$ cat config.mk
export PLATFORM = sky130hd
export DESIGN_NAME = ipvc_top
export DESIGN_NICKNAME = d
export VERILOG_FILES = /design/src/hw/ipvc_pkg.sv /design/src/hw/ipvc_pin_if.sv /design/src/hw/ipvc_top.sv /design/src/hw/ipvc_pin_sync.sv
export SDC_FILE = /design/constraint.sdc
export NUM_CORES = 1
export LEC_CHECK = 0
export BUFFER_PORTS_ARGS = -buffer_cell sky130_fd_sc_hd__buf_2
export CAP_MARGIN = 10
export CELL_PAD_IN_SITES_DETAIL_PLACEMENT = 1
export CELL_PAD_IN_SITES_GLOBAL_PLACEMENT = 2
export CORE_ASPECT_RATIO = 1.2
export CORE_MARGIN = 2
export CORE_UTILIZATION = 33
export CTS_CLUSTER_DIAMETER = 150
export DETAILED_ROUTE_END_ITERATION = 16
export HOLD_SLACK_MARGIN = 0.05
export PLACE_DENSITY = 0.83
export SYNTH_ARGS = -nofsm -noshare
export SYNTH_HDL_FRONTEND = slang
export SYNTH_SLANG_ARGS = --single-unit
$ cat constraint.sdc
create_clock -name ref_clk_i -period 2.6 [get_ports ref_clk_i]
set_clock_uncertainty 0.2 [all_clocks]
set_input_delay 0.52 -clock ref_clk_i [delete_from_list [all_inputs] [get_ports ref_clk_i]]
set_output_delay 0.52 -clock ref_clk_i [all_outputs]
set_load 0.02 [all_outputs]
$ cat src/hw/ipvc_pkg.sv
// Purpose: shared constants and types of the interrupt pin and vector control block
// Assumes: one 100 MHz clock, active-low asynchronous reset
// Notes:   configuration word holds four 8-bit vector fields, one per direct input
package ipvc_pkg;

  localparam int unsigned NUM_PINS  = 4;
  localparam int unsigned FIELD_W   = 8;
  localparam int unsigned CFG_W     = 32;

  // configuration register address and value after initialization
  localparam logic [31:0] CFG_ADDR  = 32'hFF000004;
  localparam logic [31:0] CFG_RESET = 32'hFF000000;

  // field positions: input n occupies bits n*8+7 .. n*8
  localparam int unsigned FIELD0_LSB = 0;
  localparam int unsigned FIELD1_LSB = 8;
  localparam int unsigned FIELD2_LSB = 16;
  localparam int unsigned FIELD3_LSB = 24;

  // a zero in field zero or two switches pin zero, or pins two and three, to the alternate function
  localparam logic [7:0] FIELD_ALT = 8'h00;

  // idle states between the two acknowledge cycles
  localparam int unsigned GAP_IDLE_STATES = 5;
  localparam logic [2:0]  GAP_LAST        = 3'(GAP_IDLE_STATES - 1);

  // acknowledge sequencer, gray coded from ACK_IDLE through ACK2_DATA
  typedef enum logic [2:0] {
    ACK_IDLE     = 3'h0,
    ACK1_ADDRESS = 3'h1,
    ACK1_DATA    = 3'h3,
    ACK_GAP      = 3'h2,
    ACK2_ADDRESS = 3'h6,
    ACK2_DATA    = 3'h7
  } ipvc_ack_st_t;

endpackage

$ cat src/hw/ipvc_pin_if.sv
// Purpose: carries interrupt pin levels between the top and the synchroniser
// Assumes: raw levels are already normalised to active high
// Notes:   rise marks a fresh assertion after a deasserted period
`timescale 1ns/1ps
interface ipvc_pin_if;
  logic [3:0] raw;
  logic [3:0] level;
  logic [3:0] rise;

  modport src (output raw, input level, input rise);
  modport sync (input raw, output level, output rise);
endinterface

$ cat src/hw/ipvc_top.sv
// Purpose: interrupt pin function select, priority and vector supply
// Assumes: config port driven by synchronous load/move accesses
// Notes:   ack pin is open drain; vector read on second acknowledge cycle
// Functional notes
// - three interrupt methods chosen by configuration
// - pin assertions taken in any bus state
// - pin zero: service request or message waiting
// - controller request starts acknowledge sequence
// - open-drain acknowledge held through data and waits
// - 32-bit register, eight bits per input
// - input zero vector from bits 7..0
// - field zero 00 makes pin zero message
// - field two 00 selects request/acknowledge pins
// - inputs zero and one stay usable
// - register read/written at FF000004
// - resets to FF000000 with default pin roles
// - priority zero, one, two, three
// - vector indexes interrupt table entry
// - five idle states between acknowledge cycles
`timescale 1ns/1ps
module ipvc_top (
  input  wire logic        ref_clk_i,
  input  wire logic        rst_b_i,
  input  wire logic        cfg_sel_i,
  input  wire logic        cfg_write_i,
  input  wire logic [31:0] cfg_addr_i,
  input  wire logic [31:0] cfg_wdata_i,
  output logic             cfg_ack_o,
  output logic      [31:0] cfg_rdata_o,
  input  wire logic        direct_request_zero_b_i,
  input  wire logic        direct_request_one_i,
  input  wire logic        direct_request_two_i,
  input  wire logic        direct_request_three_b_i,
  output logic             ext_ack_out_o,
  output logic             ext_ack_oe_o,
  input  wire logic        ack_ready_i,
  input  wire logic [7:0]  ack_data_i,
  output logic             irq_valid_o,
  output logic      [7:0]  irq_vector_o,
  output logic      [1:0]  irq_source_o,
  output logic             irq_from_ctl_o,
  input  wire logic        irq_taken_i,
  output logic             agent_message_pending_o
);

  ipvc_pin_if pins ();

  logic [31:0]            interrupt_vector_config;
  logic [31:0]            next_cfg;
  logic [3:0]             pend;
  logic [3:0]             next_pend;
  logic [3:0]             clr_mask;
  logic [3:0]             enable;
  logic                   ctl_pend;
  logic                   next_ctl_pend;
  logic [7:0]             ctl_vec;
  logic                   ctl_done;
  logic                   ctl_mode;
  logic                   taken;
  logic [2:0]             gap_cnt;
  ipvc_pkg::ipvc_ack_st_t st;
  ipvc_pkg::ipvc_ack_st_t next_st;
  logic [1:0]             next_src;

  // field of input idx
  // byte field per input
  function automatic logic [7:0] field_of(input logic [31:0] cfg, input logic [1:0] idx);
    return cfg[{idx, 3'b000} +: ipvc_pkg::FIELD_W];
  endfunction

  // pins acting as direct inputs under a configuration
  // field zero selects message
  function automatic logic [3:0] direct_enable(input logic [31:0] cfg);
    logic dir2;
    dir2 = cfg[ipvc_pkg::FIELD2_LSB +: ipvc_pkg::FIELD_W] != ipvc_pkg::FIELD_ALT;
    return {dir2, dir2, 1'b1,
            cfg[ipvc_pkg::FIELD0_LSB +: ipvc_pkg::FIELD_W] != ipvc_pkg::FIELD_ALT};
  endfunction

  // lowest set bit index
  function automatic logic [1:0] first_set(input logic [3:0] v);
    if (v[0]) return 2'h0;
    else if (v[1]) return 2'h1;
    else if (v[2]) return 2'h2;
    else return 2'h3;
  endfunction

  // bits below index
  function automatic logic [3:0] below_mask(input logic [1:0] idx);
    return 4'((5'h01 << idx) - 5'h01);
  endfunction

  // pins normalised to active high and synchronised continuously
  assign pins.raw = {~direct_request_three_b_i, direct_request_two_i,
                     direct_request_one_i, ~direct_request_zero_b_i};

  ipvc_pin_sync u_sync (
    .ref_clk_i (ref_clk_i),
    .rst_b_i   (rst_b_i),
    .pins      (pins)
  );

  always_comb begin
    next_cfg = interrupt_vector_config;
    if (cfg_sel_i && cfg_write_i && cfg_addr_i == ipvc_pkg::CFG_ADDR)
      next_cfg = cfg_wdata_i;
  end

  always_ff @(posedge ref_clk_i or negedge rst_b_i) begin
    if (!rst_b_i) interrupt_vector_config <= ipvc_pkg::CFG_RESET;
    else          interrupt_vector_config <= next_cfg;
  end

  always_ff @(posedge ref_clk_i or negedge rst_b_i) begin
    if (!rst_b_i) begin
      cfg_ack_o   <= 1'b0;
      cfg_rdata_o <= 32'h00000000;
    end else begin
      cfg_ack_o   <= cfg_sel_i;
      // unmapped reads return zero
      if (cfg_sel_i && !cfg_write_i && cfg_addr_i == ipvc_pkg::CFG_ADDR)
        cfg_rdata_o <= interrupt_vector_config;
      else
        cfg_rdata_o <= 32'h00000000;
    end
  end

  assign enable   = direct_enable(interrupt_vector_config);
  assign ctl_mode = interrupt_vector_config[ipvc_pkg::FIELD2_LSB +: ipvc_pkg::FIELD_W]
                    == ipvc_pkg::FIELD_ALT;
  assign taken    = irq_taken_i && irq_valid_o;
  assign clr_mask = (taken && !irq_from_ctl_o) ? 4'(5'h01 << irq_source_o) : 4'h0;

  // pending direct requests, set wins over clear
  always_comb begin
    next_pend     = ((pend & ~clr_mask) | (pins.rise & enable)) & enable;
    next_ctl_pend = (ctl_pend && !(taken && irq_from_ctl_o)) || ctl_done;
  end

  always_ff @(posedge ref_clk_i or negedge rst_b_i) begin
    if (!rst_b_i) begin
      pend     <= 4'h0;
      ctl_pend <= 1'b0;
    end else begin
      pend     <= next_pend;
      ctl_pend <= next_ctl_pend;
    end
  end

  assign next_src = first_set(next_pend);

  always_ff @(posedge ref_clk_i or negedge rst_b_i) begin
    if (!rst_b_i) begin
      irq_valid_o    <= 1'b0;
      irq_vector_o   <= 8'h00;
      irq_source_o   <= 2'h0;
      irq_from_ctl_o <= 1'b0;
    end else begin
      irq_valid_o    <= (|next_pend) || next_ctl_pend;
      irq_source_o   <= next_src;
      irq_from_ctl_o <= !(|next_pend) && next_ctl_pend;
      if (|next_pend)
        irq_vector_o <= field_of(next_cfg, next_src);
      else if (ctl_done)
        irq_vector_o <= ack_data_i;
      else if (next_ctl_pend)
        irq_vector_o <= ctl_vec;
      else
        irq_vector_o <= 8'h00;
    end
  end

  always_ff @(posedge ref_clk_i or negedge rst_b_i) begin
    if (!rst_b_i) agent_message_pending_o <= 1'b0;
    else          agent_message_pending_o <= pins.level[0] && !enable[0];
  end

  assign ctl_done = (st == ipvc_pkg::ACK2_DATA) && ack_ready_i;

  always_comb begin
    next_st = st;
    case (st)
      ipvc_pkg::ACK_IDLE:
        if (ctl_mode && pins.level[2] && !ctl_pend) next_st = ipvc_pkg::ACK1_ADDRESS;
      ipvc_pkg::ACK1_ADDRESS: next_st = ipvc_pkg::ACK1_DATA;
      ipvc_pkg::ACK1_DATA:
        if (ack_ready_i) next_st = ipvc_pkg::ACK_GAP;
      ipvc_pkg::ACK_GAP:
        if (gap_cnt == ipvc_pkg::GAP_LAST) next_st = ipvc_pkg::ACK2_ADDRESS;
      ipvc_pkg::ACK2_ADDRESS: next_st = ipvc_pkg::ACK2_DATA;
      ipvc_pkg::ACK2_DATA:
        if (ack_ready_i) next_st = ipvc_pkg::ACK_IDLE;
      default: next_st = ipvc_pkg::ACK_IDLE;
    endcase
  end

  always_ff @(posedge ref_clk_i or negedge rst_b_i) begin
    if (!rst_b_i) st <= ipvc_pkg::ACK_IDLE;
    else          st <= next_st;
  end

  always_ff @(posedge ref_clk_i or negedge rst_b_i) begin
    if (!rst_b_i)                   gap_cnt <= 3'h0;
    else if (st == ipvc_pkg::ACK_GAP) gap_cnt <= gap_cnt + 3'h1;
    else                            gap_cnt <= 3'h0;
  end

  always_ff @(posedge ref_clk_i or negedge rst_b_i) begin
    if (!rst_b_i)      ctl_vec <= 8'h00;
    else if (ctl_done) ctl_vec <= ack_data_i;
  end

  // open-drain acknowledge held through data and waits
  always_ff @(posedge ref_clk_i or negedge rst_b_i) begin
    if (!rst_b_i) begin
      ext_ack_oe_o  <= 1'b0;
      ext_ack_out_o <= 1'b0;
    end else begin
      ext_ack_oe_o  <= next_st != ipvc_pkg::ACK_IDLE && next_st != ipvc_pkg::ACK_GAP;
      ext_ack_out_o <= 1'b0;
    end
  end
endmodule // ipvc_top

$ cat src/hw/ipvc_pin_sync.sv
// Purpose: two-stage synchroniser and assertion detector for the four pins
// Assumes: pins may be asynchronous to ref_clk_i
// Notes:   rise needs a deasserted sample followed by an asserted one
`timescale 1ns/1ps
module ipvc_pin_sync (
  input  wire logic ref_clk_i,
  input  wire logic rst_b_i,
  ipvc_pin_if.sync  pins
);

  genvar g;
  generate
    for (g = 0; g < 4; g++) begin : g_pin
      logic meta;
      logic stable;
      logic prev;
      always_ff @(posedge ref_clk_i or negedge rst_b_i) begin
        if (!rst_b_i) begin
          meta   <= 1'b0;
          stable <= 1'b0;
          prev   <= 1'b0;
        end else begin
          meta   <= pins.raw[g];
          stable <= meta;
          prev   <= stable;
        end
      end
      assign pins.level[g] = stable;
      assign pins.rise[g]  = stable & ~prev;
    end
  endgenerate
endmodule // ipvc_pin_sync

## Word level (Yosys, flattened, before mapping)

Cells that the tools add are included.

| word-level totals | value |
|---|---|
| bits in read-only memories | 0 |
| output and inout bits | 48 |
| bits in registers | 110 |
| memories | 0 |
| RAM bits | 0 |
| bits of input ports | 82 |
| bits in latches | 0 |

| operators by class | value |
|---|---|
| bitwise gates (word level) | 15 |
| reduce and logical (&&, ||, !) cells | 28 |
| equal/unequal tests | 8 |
| muxes and demuxes | 15 |
| order comparisons | 0 |
| add/subtract/negate cells | 1 |
| shift-type cells | 2 |
| multiply operators | 0 |
| div/mod/pow operators | 0 |

Operator list:

| operator | number |
|---|---|
| $mux 32 | 2 |
| $eq 32x32->1 const B | 1 |
| $shiftx 32x6->8 | 1 |
| $mux 8 | 3 |
| $pmux 3 s6 | 1 |
| $reduce_bool 8->1 | 2 |
| $mux 3 | 5 |
| $logic_and 1x1->1 | 14 |
| $and 4x4->4 | 3 |
| $eq 3x3->1 const B | 3 |
| $logic_not 8->1 | 1 |
| $eq 3x2->1 const B | 2 |
| $logic_not 1->1 | 6 |
| $not 1->1 | 6 |
| $and 1x1->1 | 4 |
| $mux 2 | 2 |
| $mux 4 | 1 |
| $not 4->4 | 1 |
| $or 4x4->4 | 1 |
| $reduce_or 4->1 | 1 |
| $shl 1x2->4 const A | 1 |
| $add 3x1->3 const B | 1 |
| $eq 3x1->1 const B | 1 |
| $logic_not 3->1 | 1 |
| 4 further kinds | 5 |

## Depth between registers and ports, before layout

| logic depth | value |
|---|---|
| depth after elaboration | 12 |
| gate-level depth with buffers | 8 |

## Hierarchy

A second synthesis with hierarchy kept.

| unflattened totals | value |
|---|---|
| cell total of the unflattened synthesis | 302 |
| area total of the unflattened synthesis | 4,271.6 um^2 |

By module, submodules not included:

| module | sequential area each (um^2) | instances | cells each | area an instance (um^2) |
|---|---|---|---|---|
| ipvc_top | 2,462.4 | 1 | 282 | 3,886.2 |
| ipvc_pin_sync | 300.3 | 1 | 20 | 385.4 |

## Least setup slack after synthesis

Ideal clock, no wire load.

| path | value |
|---|---|
| path kind | input to register |
| start | in cfg_addr_i[19] |
| end | reg irq_vector_o[6] |
| required time | 2.276 ns |
| path buffers | 0 |
| data arrival time | 2.284 ns |
| setup time | 0.124 ns |
| slack | -0.008 ns |
| stages | 6 |
| cells stage by stage | or4b_4 > nor4_4 > nand4_4 > mux2_4 > a22o_1 > a211o_1 |

| on the way | value |
|---|---|
| word-level cells in the longest chain between the ends | 5 |

Ends and longest elaborated chain:

| item | line | text |
|---|---|---|
| start: declaration | ipvc_top.sv:26 | `input wire logic [31:0] cfg_addr_i,` |
| $eq 32x32->1 | ipvc_top.sv:105 | `if (cfg_sel_i && cfg_write_i && cfg_addr_i == ipvc_pkg::CFG_ADDR)` |
| $logic_and 1x1->1 | ipvc_top.sv:105 |  |
| $mux 32 | ipvc_top.sv:105 |  |
| via next_cfg[6] | ipvc_top.sv:49 | `logic [31:0] next_cfg;` |
| $shiftx 32x6->8 | ipvc_top.sv:68 | `return cfg[{idx, 3'b000} +: ipvc_pkg::FIELD_W];` |
| $mux 8 | ipvc_top.sv:162 | `if (\|next_pend)` |
| end signal: assignment | ipvc_top.sv:163 | `irq_vector_o <= field_of(next_cfg, next_src);` |
| end signal: assignment | ipvc_top.sv:165 | `irq_vector_o <= ack_data_i;` |
| end signal: assignment | ipvc_top.sv:167 | `irq_vector_o <= ctl_vec;` |
| end: declaration | ipvc_top.sv:39 | `output logic [7:0] irq_vector_o,` |

The timed path passes the listed nets, and every way through them passes these cells.
A chain may end at the register's enable or synchronous reset.

## Worst setup path after layout

| path | value |
|---|---|
| start | in cfg_addr_i[20] |
| end | reg irq_vector_o[6] |

Same word-level chain as after synthesis.

==> run metrics <==
Setup-failing EPs final 0; Post-synth ARST share 100.0%; overall power 3.767 mW; Antenna Nets Post-Route 0; nets@finish around 530; gpl congestion 0.8457; status finished clean; clock-pin transition on the worst setup and hold timing paths ~0.070 ns; clock buffer depth 2; Global Route met2 Usage between 20 and 30%; cells on worst reg2reg path 8; Buf+Inv Stages, Crit Path 2; synthesis-to-finish area growth 29.99%; global-route wire length before repair approximately 17000 um; DR vias/cell around 4.7; kind of cell adding the most delay to the critical path simple AND/OR/NAND/NOR gates; RSZ-0062 raised after global routing true; CTS tree yes; final hold vios 0; Die Width approximately 110 um; Synth Register Bits 110; number of buffers created by CTS 9; core box area 0.01256 mm^2; Crit-path slowest cell or4b_4; initial core utilization 33.53%; Post-route DRC 0; min Tclk post-route ~2.5 ns; worst r2r dst irq_vector_o[6]; Buffers on Ports 128; cell depth of the worst hold path 1; Initial DRC Count approximately 110; Min-Delay Startpoint direct_request_two_i; slowest cell delay on critical path 0.53 ns; Crit Path Category in2reg; final wirelength around 11000 um; dpl ws -0.3134 ns; initial antenna violation count 0; Pwr Density 688.4 mW/mm^2; CP required ~2.6 ns; DP HPWL 8357 um; register area share after synthesis 65.62%; average size of a mapped cell between 10 and 15 um^2; die area approximately 0.014 mm^2; largest net degree at the start of global routing 62; fin cells between 600 and 700; via count roughly 2900; Placed Cells ~600; CP Data Arrival Time around 2.6 ns; VDD IR max 0.0002950 V; setup TNS 0 ns; R2R Path Start interrupt_vector_config[0]; Hold Path Class in2reg; latest clock arrival within the worst-skew pair 0.34 ns; CTS sink cnt 110; layout cell share with drive strength beyond 1 46.56%; Post-synth EDFFs 0; Setup crit start kind input port; H-tree level count 3; total gr overflow 0; Syn Nets roughly 380; vias in the first global route ~3000; Post-Syn Instances 300; WL/cell approximately 18 um; WHS approximately 0.084 ns; antenna cells 0; DR pass1 iterations 4; internal reg-to-reg setup slack 0.13 ns; # Max-Cap Violations 0; library cells used by synthesis 48; clk root buf clkbuf_16; Max FO, Critical Path 29; met3 Use GR 2.542%; overall routing resource usage 16.74%; final worst path period share 97.39%; Cell Area, Synth about 0.0042 mm^2; Placement Rows 45; warnings from Yosys 0; Cell Chain, Critical Path buf_6 > or4b_4 > nor4_4 > nand4_4 > buf_12 > mux2_4 > a22o_1 > a211o_1; busiest grt layer met2; P_leak between 2 and 3 nW; Fmax between 0.3 and 0.4 GHz; M1 GR Usage a little over a fifth; I/O pins 130; Worst Hold End u_sync.g_pin[2].meta; Final Max Tran Viols 0; DIE HEIGHT 127.7 um; Final Worst Setup Slack slightly below 0.07 ns; Synth Flop Type dfrtp_1; Critical Path End Type flip-flop
## how the worst max path moves through the flow
stage | slack (ns) | cells past startpoint | to | start
2_1_floorplan | 0.02 | 6 | irq_vector_o[6] | cfg_addr_i[20]
3_3_place_gp | -0.27 | 8 | irq_vector_o[6] | cfg_addr_i[20]
3_5_place_dp | -0.31 | 8 | irq_vector_o[6] | cfg_addr_i[20]
4_1_cts | 0.02 | 7 | irq_vector_o[5] | interrupt_vector_config[0]
5_1_grt | -0.03 | 8 | irq_vector_o[4] | irq_source_o[0]
6_report | 0.07 | 8 | irq_vector_o[6] | cfg_addr_i[20]
## cell type report
| type | instances | area (um^2) |
|---|---|---|
| clock buffer | 13 | 240.2 |
| clock inverter | 2 | 37.54 |
| fill | 1360 | 7083 |
| inverter | 13 | 48.80 |
| multi-input combinational | 169 | 1369 |
| sequential | 110 | 2763 |
| tap | 164 | 205.2 |
| timing repair buffer | 144 | 809.5 |
## worst reg2reg max path, cell delays in order, from the launching register on
cell and delay, ns:
dfrtp_1 0.40, or4_1 0.55, nor2_1 0.25, a21o_1 0.14, inv_1 0.14, nor4b_4 0.28
buf_4 0.21, a22o_1 0.15, a211o_1 0.09
## cells by family (layout without fill, tap and decap cells)
| logic type | count (synthesis) | in the layout | synth area share (%) |
|---|---|---|---|
| compound gates | 37 | 37 | 6.241 |
| xor+xnor | 1 | 1 | 0.2081 |
| fa+ha+maj | 2 | 2 | 0.5943 |
| buf+inv | 21 | 172 | 2.407 |
| flops | 110 | 110 | 65.62 |
| mux | 40 | 40 | 11.35 |
| other cells | 1 | 1 | 0.08907 |
| simple gates | 88 | 88 | 13.49 |
## cells in the mapped netlist, types with 2 or more instances
| cell | n | area, um^2 |
|---|---|---|
| nand2b_1 | 3 | 18.77 |
| inv_1 | 13 | 48.80 |
| buf_4 | 2 | 15.01 |
| mux2_2 | 30 | 337.8 |
| and2_1 | 33 | 206.5 |
| or4_1 | 5 | 37.54 |
| mux2i_1 | 2 | 20.02 |
| a21oi_1 | 2 | 10.01 |
| nand3_1 | 3 | 15.01 |
| nor4_1 | 3 | 18.77 |
| dfstp_2 | 8 | 210.2 |
| o21ai_0 | 3 | 15.01 |
| clkbuf_1 | 3 | 11.26 |
| buf_6 | 2 | 22.52 |
| a21o_1 | 2 | 15.01 |
| dfrtp_1 | 102 | 2552 |
| ha_1 | 2 | 25.02 |
| o22ai_1 | 7 | 43.79 |
| o211ai_1 | 7 | 52.55 |
| nand4b_1 | 3 | 26.28 |
| a22oi_1 | 7 | 52.55 |
| and3_1 | 2 | 12.51 |
| nand4_1 | 2 | 12.51 |
| mux2_4 | 8 | 120.1 |
| nor2_1 | 10 | 37.54 |
| nand2_1 | 14 | 52.55 |
## where the power goes
part	leakage, nW	switching [mW]	internal, mW
clock	0.130	0.573	0.744
sequential	1.45	0.0770	1.85
combinational	1.33	0.299	0.224
total	2.91	0.948	2.82
## state kept, by name, indices dropped and copies added (netlist names), 2 cells and up
register,cells
interrupt_vector_config,32
pend,4
st,3
u_sync.g_pin.stable,4
u_sync.g_pin.prev,4
u_sync.g_pin.meta,4
gap_cnt,3
ctl_vec,8
irq_vector_o,8
cfg_rdata_o,32
irq_source_o,2
## stage by stage
step                area (um^2)  utilization [%]
CTS                        5448            43.39
floorplan                  4214                -
detailed placement         5160            41.10
global placement           5160            41.10
finish                     5473            43.59
global route               5473            43.59
## what timing repair did
item / 4_1_cts / 5_1_grt
hold buffers: 1 / 0
endpoints found under the setup margin: 0 / 8
gates resized for setup: 0 / 5
hold endpoints to repair: 25 / 0
buffers inserted: 0 / 0
## cells in the final DEF (no fill, tap or decap), drive strengths merged, types with 3 or more instances in the layout
cell type | Yosys | layout
inv | 13 | 13
dfrtp | 102 | 102
a22oi | 7 | 7
or4 | 5 | 5
o21ai | 4 | 4
o22ai | 7 | 7
nand4b | 3 | 3
buf | 5 | 143
mux2 | 38 | 38
o211ai | 7 | 7
dfstp | 8 | 8
nand4 | 3 | 3
and2 | 33 | 33
clkbuf | 3 | 13
nor4 | 4 | 4
nand3 | 3 | 3
nand2 | 14 | 14
nand2b | 3 | 3
nor2 | 10 | 10
## layer usage
layer | share of wire (%) | routed length [um]
met5 | 0 | 0
met2 | 53 | 5696
met4 | 1.6 | 175
met3 | 3.2 | 342
met1 | 43 | 4622
(Power assumes the default switching activity.)
